File: src/logic/psb_pkg.sv
`default_nettype none
package psb_pkg;
  // ==========================================================
  // Register offsets
  localparam logic [4:0] PSB_SIDEBAND_OFF = 5'h19;
  localparam logic [4:0] PSB_XOVER_OFF = 5'h1b;
  // ==========================================================
  // Sideband register fields
  localparam int PSB_SB_EN_POS = 0;
  localparam int PSB_SEL0_LSB = 1;
  localparam int PSB_SEL1_LSB = 4;
  localparam int PSB_SEL_W = 3;
  localparam logic [15:0] PSB_SIDEBAND_RST = 16'h0000;
  // ==========================================================
  // Crossover register fields
  localparam int PSB_MANUAL_PAIR_SWAP_POS = 8;
  localparam int PSB_AMDIX_POS = 9;
  localparam int PSB_RISE_LSB = 10;
  localparam int PSB_RISE_W = 2;
  // ==========================================================
  // Status item codes on the receive data bits
  localparam logic [2:0] PSB_ST_LINK = 3'h0;
  localparam logic [2:0] PSB_ST_SPEED = 3'h1;
  localparam logic [2:0] PSB_ST_DUPLEX = 3'h2;
  localparam logic [2:0] PSB_ST_ANEG = 3'h3;
  localparam logic [2:0] PSB_ST_POLREV = 3'h4;
  localparam logic [2:0] PSB_ST_JABBER = 3'h5;
  localparam logic [2:0] PSB_ST_INTPEND = 3'h6;
  localparam logic [2:0] PSB_ST_RSVD = 3'h7;
  localparam int PSB_NUM_ITEMS = 7;
endpackage
`default_nettype wire

File: src/logic/psb_status_if.sv
`default_nettype none
// ==========================================================
// Link status items passed to the selectors
interface psb_status_if;
  logic [6:0] item;
  modport src (output item);
  modport sink (input item);
endinterface
`default_nettype wire

File: src/logic/psb_sel_mux.sv
`default_nettype none
// ==========================================================
// One status selector for one receive data bit
module psb_sel_mux
  import psb_pkg::*;
(
  input wire logic [2:0] sel,   // Status code
  psb_status_if.sink st,        // Status items
  output logic bit_o            // Selected status
);
  // Code 111 is reserved and shows zero
  always_comb begin
    if (sel == PSB_ST_RSVD) begin
      bit_o = 1'b0;
    end else begin
      bit_o = st.item[sel];
    end
  end
endmodule
`default_nettype wire

File: src/logic/psb_regs.sv
// Functional notes
// - Enable bit set puts the two selected status items on receive data bits between frames.
// - Bits 3:1 pick status for bit 0; codes link..interrupt, 111 reserved.
// - Bits 6:4 pick status for bit 1 with the same codes.
// - Isolate mode suppresses sideband status whatever the enable bit says.
// - Enable bit clear, its reset value, leaves no sideband status on data bits.
// - Crossover bit 9 turns automatic pair selection on or off.
// - Bit 8 manual pairs: 0 transmit A receive B, 1 the reverse.
// - Manual pair bit is ignored while automatic crossover is enabled.
`default_nettype none
module psb_regs
  import psb_pkg::*;
(
  input wire logic mclk,              // Management clock
  input wire logic sys_rst,           // Async reset, active high
  input wire logic [4:0] mgmt_addr,   // Register address
  input wire logic mgmt_wr,           // Write strobe
  input wire logic [15:0] mgmt_wdata, // Write data
  input wire logic mgmt_rd,           // Read strobe
  output logic [15:0] mgmt_rdata,     // Read data, one cycle after strobe
  input wire logic isolate,           // Control bit 0.10
  input wire logic st_link,           // Link up
  input wire logic st_speed,          // 100 Mbps
  input wire logic st_duplex,         // Full duplex
  input wire logic st_aneg_done,      // Autonegotiation complete
  input wire logic st_pol_rev,        // Polarity reversed
  input wire logic st_jabber,         // Jabber detected
  input wire logic st_int_pend,       // Interrupt pending
  input wire logic rx_crs_dv,         // Receive datapath carrier/valid
  input wire logic [1:0] rx_data_in,  // Receive datapath data bits
  output logic [1:0] rmii_rxd,        // RMII receive data to the MAC
  input wire logic [1:0] cfg_rise,    // Rise time strap
  input wire logic cfg_amdix,         // Auto crossover strap
  input wire logic cfg_manual_pair_swap,          // Manual pair strap
  input wire logic auto_pair_swap,    // Pair choice of the auto crossover
  output logic auto_crossover_enable, // Auto crossover running
  output logic pair_swap,             // 1: transmit B receive A
  output logic [1:0] rise_time_sel    // Rise time trim
);
  // ==========================================================
  // State
  typedef struct packed {
    logic sideband_status_enable;
    logic [2:0] rxd0_status_select;
    logic [2:0] rxd1_status_select;
    logic [1:0] rise;
    logic amdix;
    logic manual_pair_swap;
    logic strap_done;
    logic [15:0] rdata;
    logic [1:0] rxd;
    logic swap;
  } psb_state_t;

  psb_state_t s_q;
  psb_state_t s_d;
  logic oob_rxd0_status_select;
  logic oob_rxd1_status_select;
  logic oob_on;
  logic [15:0] sb_word;
  logic [15:0] xo_word;

  // ==========================================================
  // Status selectors
  psb_status_if st_if ();
  assign st_if.item = {st_int_pend, st_jabber, st_pol_rev, st_aneg_done,
                       st_duplex, st_speed, st_link};

  psb_sel_mux u_sel0 (
    .sel(s_q.rxd0_status_select),
    .st(st_if.sink),
    .bit_o(oob_rxd0_status_select)
  );

  psb_sel_mux u_sel1 (
    .sel(s_q.rxd1_status_select),
    .st(st_if.sink),
    .bit_o(oob_rxd1_status_select)
  );

  // Sideband allowed only when enabled and not isolated
  assign oob_on = s_q.sideband_status_enable && !isolate;

  // Register read images, reserved bits zero
  assign sb_word = {9'h000, s_q.rxd1_status_select, s_q.rxd0_status_select,
                    s_q.sideband_status_enable};
  assign xo_word = {4'h0, s_q.rise, s_q.amdix, s_q.manual_pair_swap, 8'h00};

  // ==========================================================
  // Next state
  always_comb begin
    s_d = s_q;
    if (!s_q.strap_done) begin
      // First edge after reset release catches the straps
      s_d.rise = cfg_rise;
      s_d.amdix = cfg_amdix;
      s_d.manual_pair_swap = cfg_manual_pair_swap;
      s_d.strap_done = 1'b1;
    end else if (mgmt_wr) begin
      if (mgmt_addr == PSB_SIDEBAND_OFF) begin
        s_d.sideband_status_enable = mgmt_wdata[PSB_SB_EN_POS];
        s_d.rxd0_status_select = mgmt_wdata[PSB_SEL0_LSB +: PSB_SEL_W];
        s_d.rxd1_status_select = mgmt_wdata[PSB_SEL1_LSB +: PSB_SEL_W];
      end else if (mgmt_addr == PSB_XOVER_OFF) begin
        s_d.rise = mgmt_wdata[PSB_RISE_LSB +: PSB_RISE_W];
        s_d.amdix = mgmt_wdata[PSB_AMDIX_POS];
        s_d.manual_pair_swap = mgmt_wdata[PSB_MANUAL_PAIR_SWAP_POS];
      end
    end
    // Read data, unmapped addresses read zero
    if (mgmt_rd) begin
      if (mgmt_addr == PSB_SIDEBAND_OFF) begin
        s_d.rdata = sb_word;
      end else if (mgmt_addr == PSB_XOVER_OFF) begin
        s_d.rdata = xo_word;
      end else begin
        s_d.rdata = 16'h0000;
      end
    end
    // Frame data passes; between frames sideband or zero
    if (rx_crs_dv) begin
      s_d.rxd = rx_data_in;
    end else if (oob_on) begin
      s_d.rxd = {oob_rxd1_status_select, oob_rxd0_status_select};
    end else begin
      s_d.rxd = 2'b00;
    end
    // Manual pair only counts with auto crossover off
    if (s_q.amdix) begin
      s_d.swap = auto_pair_swap;
    end else begin
      s_d.swap = s_q.manual_pair_swap;
    end
  end

  // ==========================================================
  // State register
  always_ff @(posedge mclk or posedge sys_rst) begin
    if (sys_rst) begin
      s_q <= '0;
    end else begin
      s_q <= s_d;
    end
  end

  // Outputs
  assign mgmt_rdata = s_q.rdata;
  assign rmii_rxd = s_q.rxd;
  assign auto_crossover_enable = s_q.amdix;
  assign pair_swap = s_q.swap;
  assign rise_time_sel = s_q.rise;
endmodule
`default_nettype wire

File: config.mk
export PLATFORM = sky130hd
export DESIGN_NAME = psb_regs
export DESIGN_NICKNAME = d
export VERILOG_FILES = /design/src/logic/psb_pkg.sv /design/src/logic/psb_status_if.sv /design/src/logic/psb_sel_mux.sv /design/src/logic/psb_regs.sv
export SDC_FILE = /design/constraint.sdc
export NUM_CORES = 1
export LEC_CHECK = 0
export CAP_MARGIN = 20
export CORE_AREA = 2 2 49 51
export DETAILED_ROUTE_END_ITERATION = 8
export DIE_AREA = 0 0 51 53
export DONT_BUFFER_PORTS = 1
export GPL_TIMING_DRIVEN = 0
export PLACE_DENSITY = 0.82
export SLEW_MARGIN = 0
export SYNTH_ARGS = -nofsm -noshare
export SYNTH_HDL_FRONTEND = slang
export SYNTH_HIERARCHICAL = 1
export SYNTH_SLANG_ARGS = --single-unit
File: constraint.sdc
create_clock -name mclk -period 2.3 [get_ports mclk]
set_input_delay 0.345 -clock mclk [delete_from_list [all_inputs] [get_ports mclk]]
set_output_delay 0.345 -clock mclk [all_outputs]
set_load 0.01 [all_outputs]
==> results by group, run 1 <==
Run status
  • Outcome: finished, final reports clean

Global routing
  • Initial antenna violation count: 0
  • Vias in the first global route: 932
  • Total track usage: 20.6%
  • GRT overflow: 0
  • Maximum number of pins on one net before global-route repair: 27
  • First-pass GRT wire length: 4090 um

STA
  • Post-route minimum period: 1520 ps
  • RSZ-0062 raised after global routing: false
  • Max Clock Freq: 657 MHz
  • TNS Setup: 0 ps
  • Final setup vio count: 0
  • Slew @ Worst Pin: 927 ps
  • Slew headroom: 38.1%
  • Final Slew Violations: 0
  • Clock Skew: 1.94 ps
  • Hold Violations, Final: 0
  • Final period util: 66.2%

Cells and area
  • ANT cells: 0
  • Share of cells above drive strength 1: 28.0%
  • Final Core Density: 68.0%
  • Synth-to-layout area growth: 6.28%
  • Nets: 185

Yosys
  • Post-synthesis cell type count: 21
  • Ys flop type: dfrtp_1
  • Largest area contributor in the netlist: dfrtp_1
  • Most common cell in the netlist: dfrtp_1
  • Synth warn: 6
  • Sequential-to-total area share from yosys stat: 47.4%
  • Top cells by area, synth: dfrtp_1 (47%), buf_4 (11%), mux2_2 (8.2%), o22ai_1 (5.0%), nand2_1 (4.9%)
  • Syn avg cell area: 10.2 um^2
  • Post-synth top area share: 47.4%
  • Post-synthesis cell area: 1370 um^2
  • Seq cells post-synth: 26
  • Post-Synthesis Cells: 135
  • Asr flop ratio synth: 100%
  • List of most frequent post-synthesis cells: dfrtp_1 (26), buf_4 (21), nand2_1 (18)
  • EDFF count, synth: 0

Clock network
  • Root Buffer: clkbuf_4
  • Clock sink count: 26
  • CTS tree: done
  • CTS max path bufs: 2
  • Hold-fix buffers, CTS: 0
  • Cells resized by post-CTS repair: 0
  • Post-CTS Setup Inserts: 0
  • CTS buffer count: 3
  • Worst-path clk slew: 140 ps
  • CTS H-tree depth: 1
  • Worst skew pair latency: 310 ps

Detailed routing
  • Via total after detailed routing: 925
  • DRT Wirelength: 2460 um
  • DRT antenna net count: 0
  • Initial DRC count: 23
  • Via/cell ratio: 5.41
  • Drt drc: 0
  • WL/cell: 14.4 um
  • First-pass detailed-route iteration total: 4

Floorplanning
  • Core Rows: 17
  • Core area: 2150 um^2
  • Die width: 51 um
  • Initial core utilization: 63.9%
  • Die footprint: 2700 um^2
  • Die height: 53 um
  • I/O pin cnt: 63

Power and ir drop
  • Net load switching power: 220 uW
  • Cell-internal power: 652 uW
  • Clk network pwr share: 26.1%
  • Sequential power share: 59.6%
  • Pwr Total: 871 uW
  • Sw frac: 25.2%
  • Pwr dens: 597 nW/um^2
  • Combinational power share: 14.3%
  • Leakage: 0.664 nW
  • Maximum vdd drop: 0.000424 V

Critical path
  • CP Max Fanout: 5
  • Critical path class: flop to flop
  • CP Launch Type: flop
  • Crit path arrival time: 1730 ps
  • Setup crit end kind: flop
  • Worst EP required: 2510 ps

Worst hold path
  • Hold crit path type: primary input to async pin

Place
  • Routability cong.: 0.806
  • Detailed placer's ending HPWL: 1950 um
  • PortBufs: 0

Job
  • Total of max-cap violations: 0
power groups by stage:
| stage | sequential [mW] | clock (mW) | combinational, mW |
|---|---|---|---|
| after floorplan | 0.517 | 0 | 0.111 |
| after global placement | 0.525 | 0 | 0.119 |
| after detailed placement | 0.528 | 0 | 0.124 |
| after CTS | 0.519 | 0.233 | 0.124 |
| after global routing | 0.524 | 0.252 | 0.138 |
| final | 0.519 | 0.228 | 0.125 |
final timing paths:
check                              startpoint  cells after the start  slack, ps       endpoint
min in group mclk                   rx_crs_dv                      1        110    rmii_rxd[1]
max in group asynchronous             sys_rst                      1       1630  mgmt_rdata[9]
worst min register to register  mgmt_rdata[5]                      2        540  mgmt_rdata[5]
worst min-delay path                  sys_rst                      1        110    rmii_rxd[0]
worst max-delay path                  s_q[29]                      4        780    rmii_rxd[0]
worst max register to register        s_q[29]                      4        780    rmii_rxd[0]
cell usage in the layout (no fill, tap or decap), drive strengths merged:
cell type / synthesis / layout
inv: 12 / 12
nor2: 4 / 4
mux2: 10 / 10
mux2i: 2 / 2
nor3: 1 / 1
buf: 22 / 22
nand4: 4 / 4
o22ai: 11 / 11
mux4: 2 / 2
and4b: 1 / 1
nand4b: 1 / 1
nand2: 18 / 18
a31oi: 4 / 4
clkbuf: 3 / 7
nand3b: 2 / 2
nor2b: 1 / 1
dfrtp: 26 / 26
nand2b: 1 / 1
o21ai: 8 / 8
conb: 2 / 6
cells by family (layout without fill, tap and decap cells):
group / Yosys count / in the layout / synth area share, %
DFF: 26 / 26 / 47.4
buffers and inverters: 37 / 41 / 15.9
muxes: 14 / 14 / 12.9
and+or+nand+nor: 33 / 33 / 13.5
AOI/OAI and AO/OA: 23 / 23 / 9.75
other: 2 / 6 / 0.547
sequential cells by signal, indices dropped and copies added (netlist names):
register / flops
auto_crossover_enable: 1
mgmt_rdata: 11
pair_swap: 1
rise_time_sel: 2
rmii_rxd: 2
s_q: 9
worst max-delay path: stages (launching register included):
cell	delay (ps)
dfrtp_1	480
mux4_2	530
mux2_2	280
nand2_1	50
o21ai_0	80
per-stage QoR:
step	std cells	hold slack (ps)	cell area, um^2	worst slack, ps
after floorplan	139	385	1390	922
after global placement	167	454	1420	850
after detailed placement	167	459	1420	814
after CTS	171	108	1460	761
after global routing	171	96.8	1460	686
final	171	106	1460	778
layer usage:
layer / track usage (%) / vias up / part of all wire (%)
met5: 0 / - / 0
met4: 11.3 / 0 / 1.4
met3: 4.52 / 4 / 6.2
met2: 34.2 / 46 / 53
met1: 25.1 / 427 / 39
li1: - / 448 / -
layout make-up:
class / count / area, um^2
buffer: 25 / 174
clock buffer: 4 / 36.3
fill: 174 / 688
inverter: 12 / 45.0
multi-input combinational: 76 / 519
sequential: 26 / 651
tap: 28 / 35.0
Power figures use the tool's default switching activity.
==> inputs of run 2 (changes only) <==
--- a/config.mk
+++ b/config.mk
@@ -5,13 +5,14 @@
 export SDC_FILE = /design/constraint.sdc
 export NUM_CORES = 1
 export LEC_CHECK = 0
+export ABC_AREA = 1
 export CAP_MARGIN = 20
-export CORE_AREA = 2 2 49 51
+export CORE_AREA = 2 2 53 55
 export DETAILED_ROUTE_END_ITERATION = 8
-export DIE_AREA = 0 0 51 53
+export DIE_AREA = 0 0 55 57
 export DONT_BUFFER_PORTS = 1
 export GPL_TIMING_DRIVEN = 0
-export PLACE_DENSITY = 0.82
+export PLACE_DENSITY = 0.77
 export SLEW_MARGIN = 0
 export SYNTH_ARGS = -nofsm -noshare
 export SYNTH_HDL_FRONTEND = slang
==> constraint.sdc (replaced) <==
create_clock -name mclk -period 1.6 [get_ports mclk]
set_input_delay 0.24 -clock mclk [delete_from_list [all_inputs] [get_ports mclk]]
set_output_delay 0.24 -clock mclk [all_outputs]
set_load 0.01 [all_outputs]
==> results by group, run 2 <==
Critical path
  • Setup crit end kind: flop (unchanged)
  • Worst EP required: 1820 ps (was 2510 ps)
  • Worst path cell trace: buf_4 > nand2_1 > inv_1 > nand2_4 > nand2_1 > nand2_1 (was mux4_2 > mux2_2 > nand2_1 > o21ai_0)
  • Crit-path slowest cell: dfrtp_1 (was mux4_2)
  • R2r startpoint: s_q[19] (was s_q[29])
  • Critical path class: flop to flop (unchanged)
  • Crit path top cell by count: nand2_1
  • CP Launch Type: flop (unchanged)
  • Register-to-register setup slack: 480 ps (was 780 ps)
  • CP Max Fanout: 10 (was 5)
  • Crit path arrival time: 1350 ps (was 1730 ps)
  • Worst path max stage delay: 350 ps (was 530 ps)
  • Critical Path End: s_q[24] (was rmii_rxd[0])
  • Worst Setup SP: s_q[19] (was s_q[29])
  • Register-to-Register Path Depth: 6 (was 4)
  • R2r endpoint: s_q[24] (was rmii_rxd[0])

STA
  • Final setup vio count: 0 (unchanged)
  • Final period util: 70.3% (was 66.2%)
  • Final worst setup slack: 475 ps (was 778 ps)
  • Hold Violations, Final: 0 (unchanged)
  • RSZ-0062 raised after global routing: false (unchanged)
  • Worst Hold Slack: 1.17 ps (was 106 ps)
  • Clock Skew: 9.38 ps (was 1.94 ps)
  • Final Slew Violations: 0 (unchanged)
  • Post-route minimum period: 1120 ps (was 1520 ps)
  • TNS Setup: 0 ps (unchanged)
  • Slew headroom: 38.7% (was 38.1%)
  • Slew @ Worst Pin: 918 ps (was 927 ps)
  • Max Clock Freq: 889 MHz (was 657 MHz)

Clock network
  • CTS max path bufs: 2 (unchanged)
  • CTS buffer count: 3 (unchanged)
  • Post-CTS Setup Inserts: 0 (unchanged)
  • Worst skew pair latency: 310 ps (about the same)
  • CTS H-tree depth: 1 (unchanged)
  • Root Buffer: clkbuf_4 (unchanged)
  • Hold-fix buffers, CTS: 0 (unchanged)
  • CTS tree: done (unchanged)
  • Clock sink count: 26 (unchanged)
  • Cells resized by post-CTS repair: 0 (unchanged)
  • Worst-path clk slew: 140 ps (about the same)

Yosys
  • EDFF count, synth: 0 (unchanged)
  • Synth warn: 6 (unchanged)
  • Ys flop type: dfrtp_1 (unchanged)
  • Post-synthesis cell area: 1500 um^2 (was 1370 um^2)
  • Post-Synthesis Cells: 204 (was 135)
  • Post-synth top area share: 43.5% (was 47.4%)
  • Asr flop ratio synth: 100% (unchanged)
  • Largest area contributor in the netlist: dfrtp_1 (unchanged)
  • List of most frequent post-synthesis cells: nand2_1 (67), inv_1 (34), nand3_1 (30) (was dfrtp_1 (26), buf_4 (21), nand2_1 (18))
  • Sequential-to-total area share from yosys stat: 43.5% (was 47.4%)
  • Post-synthesis cell type count: 18 (was 21)
  • Seq cells post-synth: 26 (unchanged)
  • Most common cell in the netlist: nand2_1 (was dfrtp_1)
  • Syn avg cell area: 7.34 um^2 (was 10.2 um^2)
  • Top cells by area, synth: dfrtp_1 (43%), nand2_1 (17%), buf_4 (11%), nand3_1 (10%), inv_1 (8.5%) (was dfrtp_1 (47%), buf_4 (11%), mux2_2 (8.2%), o22ai_1 (5.0%), nand2_1 (4.9%))

Detailed routing
  • First-pass detailed-route iteration total: 4 (unchanged)
  • Via/cell ratio: 4.93 (was 5.41)
  • DRT Wirelength: 2700 um (was 2460 um)
  • Via total after detailed routing: 1199 (was 925)
  • DRT antenna net count: 0 (unchanged)
  • Drt drc: 0 (unchanged)
  • WL/cell: 11.1 um (was 14.4 um)
  • Initial DRC count: 29 (was 23)

Cells and area
  • Max reg flops: 11 (unchanged)
  • Nets: 254 (was 185)
  • Commonest non-fill, non-tap cell in the layout: nand2_1 (was dfrtp_1)
  • Synth-to-layout area growth: 6.02% (was 6.28%)
  • Fin cells: 243 (was 171)
  • Final instance area: 1590 um^2 (was 1460 um^2)
  • Share of cells above drive strength 1: 15.1% (was 28.0%)
  • Commonest cells after routing, fill and taps aside: nand2_1 (67), inv_1 (34), nand3_1 (30) (was dfrtp_1 (26), buf_4 (21), nand2_1 (18))
  • Final Core Density: 60.7% (was 68.0%)
  • ANT cells: 0 (unchanged)

Floorplanning
  • Die height: 57 um (was 53 um)
  • Core area: 2620 um^2 (was 2150 um^2)
  • Core Rows: 19 (was 17)
  • Die width: 55 um (was 51 um)
  • Die footprint: 3140 um^2 (was 2700 um^2)
  • I/O pin cnt: 63 (unchanged)
  • Initial core utilization: 57.2% (was 63.9%)

Place
  • Placed cell count: 239 (was 167)
  • PortBufs: 0 (unchanged)
  • Routability cong.: 0.820 (was 0.806)
  • Detailed placer's ending HPWL: 2170 um (was 1950 um)
  • Pre-CTS WS: 490 ps (was 814 ps)
  • Placed inst area: 1550 um^2 (was 1420 um^2)

Job
  • Total of max-cap violations: 0 (unchanged)

Global routing
  • Maximum number of pins on one net before global-route repair: 27 (unchanged)
  • GRT overflow: 0 (unchanged)
  • Total track usage: 18.5% (was 20.6%)
  • Initial antenna violation count: 0 (unchanged)
  • First-pass GRT wire length: 4410 um (was 4090 um)
  • Vias in the first global route: 1137 (was 932)

Run status
  • Outcome: finished, final reports clean (unchanged)

Power and ir drop
  • Pwr dens: 808 nW/um^2 (was 597 nW/um^2)
  • Leakage: 0.896 nW (was 0.664 nW)
  • Maximum vdd drop: 0.000563 V (was 0.000424 V)
  • Pwr Total: 1.28 mW (was 871 uW)

Worst hold path
  • Hold crit path type: primary input to async pin (unchanged)
run 2: cell types whose count changed after synthesis, moves of 4 or more:
cell / change
inv_1: +22
a31oi_1: -4
mux2_2: -9
nand4_1: -4
nand2_1: +49
o22ai_1: -4
nand3_1: +30
o21ai_0: -4
run 2: layer usage:
layer	wire length [um]	share of wire [%]	global-route usage (%)	up-vias
met5	0	0	0	-
met4	34	1.3	6.27	0
met3	180	6.7	3.93	4
met2	1320	49	31.0	36
met1	1170	43	23.2	542
li1	-	-	-	617
run 2: how the worst min path moves through the flow:
stage                     startpoint                    end  slack (ps)  cells past startpoint
after floorplan              sys_rst  auto_crossover_enable         280                      1
after detailed placement   rx_crs_dv            rmii_rxd[1]         370                      2
final                        sys_rst          mgmt_rdata[4]           1                      1
after global routing       rx_crs_dv            rmii_rxd[1]          30                      2
after CTS                  rx_crs_dv            rmii_rxd[1]          30                      2
after global placement     rx_crs_dv            rmii_rxd[1]         360                      2
run 2: power by group:
group          internal (mW)  switching (mW)
Clock                  0.139           0.180
Sequential             0.700          0.0496
Combinational         0.0847           0.129
run 2: final cells by class:
type | count | area [um^2]
Fill cell | 247 | 1030
Multi-Input combinational cell | 123 | 561
Tap cell | 31 | 38.8
Clock buffer | 4 | 36.3
Inverter | 36 | 135
Buffer | 23 | 165
Sequential cell | 26 | 651
run 2: critical path, delay by kind of cell, from the launching register on:
| family | cells | cell delay (ps) |
|---|---|---|
| buffers and inverters | 2 | 370 |
| DFF | 1 | 350 |
| and+or+nand+nor | 4 | 300 |
run 2: cell families (layout without fill, tap and decap cells):
| family | count (synthesis) | in the layout | share of synthesized area (%) |
|---|---|---|---|
| other | 2 | 6 | 0.502 |
| buffers and inverters | 59 | 63 | 20.1 |
| AOI/OAI and AO/OA | 12 | 12 | 4.77 |
| and+or+nand+nor | 104 | 104 | 30.4 |
| muxes | 1 | 1 | 0.752 |
| DFF | 26 | 26 | 43.5 |
==> inputs of run 3 (changes only) <==
--- a/config.mk
+++ b/config.mk
@@ -7,12 +7,12 @@
 export LEC_CHECK = 0
 export ABC_AREA = 1
 export CAP_MARGIN = 20
-export CORE_AREA = 2 2 53 55
+export CORE_AREA = 2 2 40 79
 export DETAILED_ROUTE_END_ITERATION = 8
-export DIE_AREA = 0 0 55 57
+export DIE_AREA = 0 0 42 81
 export DONT_BUFFER_PORTS = 1
 export GPL_TIMING_DRIVEN = 0
-export PLACE_DENSITY = 0.77
+export PLACE_DENSITY = 0.74
 export SLEW_MARGIN = 0
 export SYNTH_ARGS = -nofsm -noshare
 export SYNTH_HDL_FRONTEND = slang
==> constraint.sdc (replaced) <==
create_clock -name mclk -period 1 [get_ports mclk]
set_input_delay 0.15 -clock mclk [delete_from_list [all_inputs] [get_ports mclk]]
set_output_delay 0.15 -clock mclk [all_outputs]
set_load 0.01 [all_outputs]
==> results by group, run 3 (synthesis results as in run 2) <==
Run status
  • Outcome: finished with violations (was finished, final reports clean)
  • Failing checks: hold timing, setup timing

Clock network
  • CTS tree: done (unchanged)
  • Worst skew pair latency: 260 ps (was 310 ps)
  • CTS H-tree depth: 1 (unchanged)
  • Worst-path clk slew: 80 ps (was 140 ps)
  • CTS max path bufs: 2 (unchanged)
  • Root Buffer: clkbuf_8 (was clkbuf_4)
  • CTS buffer count: 3 (unchanged)
  • Clock sink count: 26 (unchanged)

STA
  • Final period util: 103% (was 70.3%)
  • Post-route minimum period: 1030 ps (was 1120 ps)
  • Worst Hold Slack: -25.9 ps (was 1.17 ps)
  • Hold Violations, Final: 27 (was 0)
  • RSZ-0062 raised after global routing: true (was false)
  • Final worst setup slack: -31.7 ps (was 475 ps)
  • Slew headroom: 38.7% (about the same)
  • Slew @ Worst Pin: 918 ps (about the same)
  • Max Clock Freq: 969 MHz (was 889 MHz)
  • Final Slew Violations: 0 (unchanged)
  • Final setup vio count: 2 (was 0)
  • Clock Skew: 1.68 ps (was 9.38 ps)

Global routing
  • Vias in the first global route: 1036 (was 1137)
  • GRT overflow: 0 (unchanged)
  • Total track usage: 15.9% (was 18.5%)
  • Maximum number of pins on one net before global-route repair: 27 (unchanged)
  • First-pass GRT wire length: 4170 um (was 4410 um)
  • Initial antenna violation count: 0 (unchanged)

Critical path
  • Worst path cell trace: inv_2 > nand2_1 > nand3_1 > nand2_1 > nand2_1 > nand2_1 > nand3_1 > nand2_1 (was buf_4 > nand2_1 > inv_1 > nand2_4 > nand2_1 > nand2_1)
  • CP Max Fanout: 5 (was 10)
  • Worst path max stage delay: 450 ps (was 350 ps)
  • CP Launch Type: flop (unchanged)
  • Setup crit end kind: flop (unchanged)
  • Crit-path slowest cell: dfrtp_2 (was dfrtp_1)
  • Critical path class: flop to flop (unchanged)
  • Crit path top cell by count: nand2_1 (unchanged)
  • Worst EP required: 1160 ps (was 1820 ps)
  • Register-to-register setup slack: -30 ps (was 480 ps)
  • Crit path arrival time: 1190 ps (was 1350 ps)

Detailed routing
  • First-pass detailed-route iteration total: 4 (unchanged)
  • Via/cell ratio: 4.77 (was 4.93)
  • WL/cell: 10.3 um (was 11.1 um)
  • DRT antenna net count: 0 (unchanged)
  • Drt drc: 0 (unchanged)
  • Initial DRC count: 19 (was 29)
  • DRT Wirelength: 2560 um (was 2700 um)
  • Via total after detailed routing: 1178 (was 1199)

Floorplanning
  • Core area: 2840 um^2 (was 2620 um^2)
  • Initial core utilization: 52.7% (was 57.2%)
  • Die height: 81 um (was 57 um)
  • Core Rows: 28 (was 19)
  • Die footprint: 3400 um^2 (was 3140 um^2)
  • Die width: 42 um (was 55 um)
  • I/O pin cnt: 63 (unchanged)

Place
  • Routability cong.: 0.821 (was 0.820)
  • Detailed placer's ending HPWL: 1980 um (was 2170 um)
  • PortBufs: 0 (unchanged)

Cells and area
  • Commonest cells after routing, fill and taps aside: nand2_1 (62), inv_1 (32), nand3_1 (26) (was nand2_1 (67), inv_1 (34), nand3_1 (30))
  • Share of cells above drive strength 1: 23.5% (was 15.1%)
  • Nets: 260 (was 254)
  • Commonest non-fill, non-tap cell in the layout: nand2_1 (unchanged)
  • Filler cells: 286 (was 247)
  • Final Core Density: 59.7% (was 60.7%)
  • Multi-input logic area: 599 um^2 (was 561 um^2)
  • ANT cells: 0 (unchanged)
  • Max reg flops: 11 (unchanged)
  • Synth-to-layout area growth: 13.2% (was 6.02%)
  • Register cell area after layout: 653 um^2 (was 651 um^2)

Power and ir drop
  • Pwr dens: 1270 nW/um^2 (was 808 nW/um^2)
  • Maximum vdd drop: 0.000896 V (was 0.000563 V)
  • Leakage: 0.934 nW (was 0.896 nW)

Worst hold path
  • Hold crit path type: primary input to async pin (unchanged)

Job
  • Total of max-cap violations: 0 (unchanged)
-- run 3: changes by cell type in the layout (fill, tap and decap cells not counted), sizes merged --
cell,change
dlygate4sd3,+1
buf,+5
clkbuf,-1
-- run 3: final timing paths --
path                               start             to  cells after the start
setup / recovery                 s_q[27]    rmii_rxd[0]                      8
hold / removal                   sys_rst  mgmt_rdata[2]                      1
setup reg to reg                 s_q[27]    rmii_rxd[0]                      8
hold reg to reg            mgmt_rdata[8]  mgmt_rdata[8]                      2
max in group asynchronous        sys_rst        s_q[24]                      1
min in group mclk              rx_crs_dv    rmii_rxd[0]                      2
-- run 3: critical path, delay by kind of cell, from the launching register on --
| kind | cells | cell delay (ps) |
|---|---|---|
| flip-flops | 1 | 450 |
| AND/OR/NAND/NOR | 7 | 380 |
| buffers and inverters | 1 | 90 |
-- run 3: area by class of cell --
class / count / share of cell area, %
inverter: 36 / 8.42
tap: 30 / 2.22
sequential: 26 / 38.6
multi-input combinational: 123 / 35.4
buffer: 23 / 9.97
clock buffer: 3 / 2.44
timing repair buffer: 6 / 3.03
-- run 3: metrics by stage --
step,power [mW],cell area (um^2),std cells,setup WS [ps],TNS (ps)
3_3_place_gp,1.54,1550,238,-65.2,-725
4_1_cts,2.14,1640,246,-27.4,-32.9
2_1_floorplan,1.49,1510,208,2.60,0
5_1_grt,2.26,1690,247,-101,-346
3_5_place_dp,1.55,1550,238,-89.6,-905
6_report,2.15,1690,247,-31.7,-35.8
-- run 3: what timing repair did --
action	in CTS	in global routing
resized for setup	6	13
setup buffers	4	1
endpoints found under the setup margin	13	14
hold buffers	1	0
pin swaps	2	3
hold endpoints to repair	1	0
gates cloned	0	0
-- run 3: metal layers --
| layer | global-route usage [%] | wire length (um) | share of wire [%] |
|---|---|---|---|
| met5 | 0 | 0 | 0 |
| met4 | 5.81 | 31 | 1.2 |
| met2 | 28.1 | 1290 | 51 |
| met1 | 19.1 | 1050 | 41 |
| met3 | 2.67 | 185 | 7.2 |
-- run 3: where the power goes --
part | total, mW | internal [mW] | switching, mW
sequential | 1.20 | 1.12 | 0.0771
combinational | 0.390 | 0.173 | 0.216
clock | 0.563 | 0.269 | 0.293
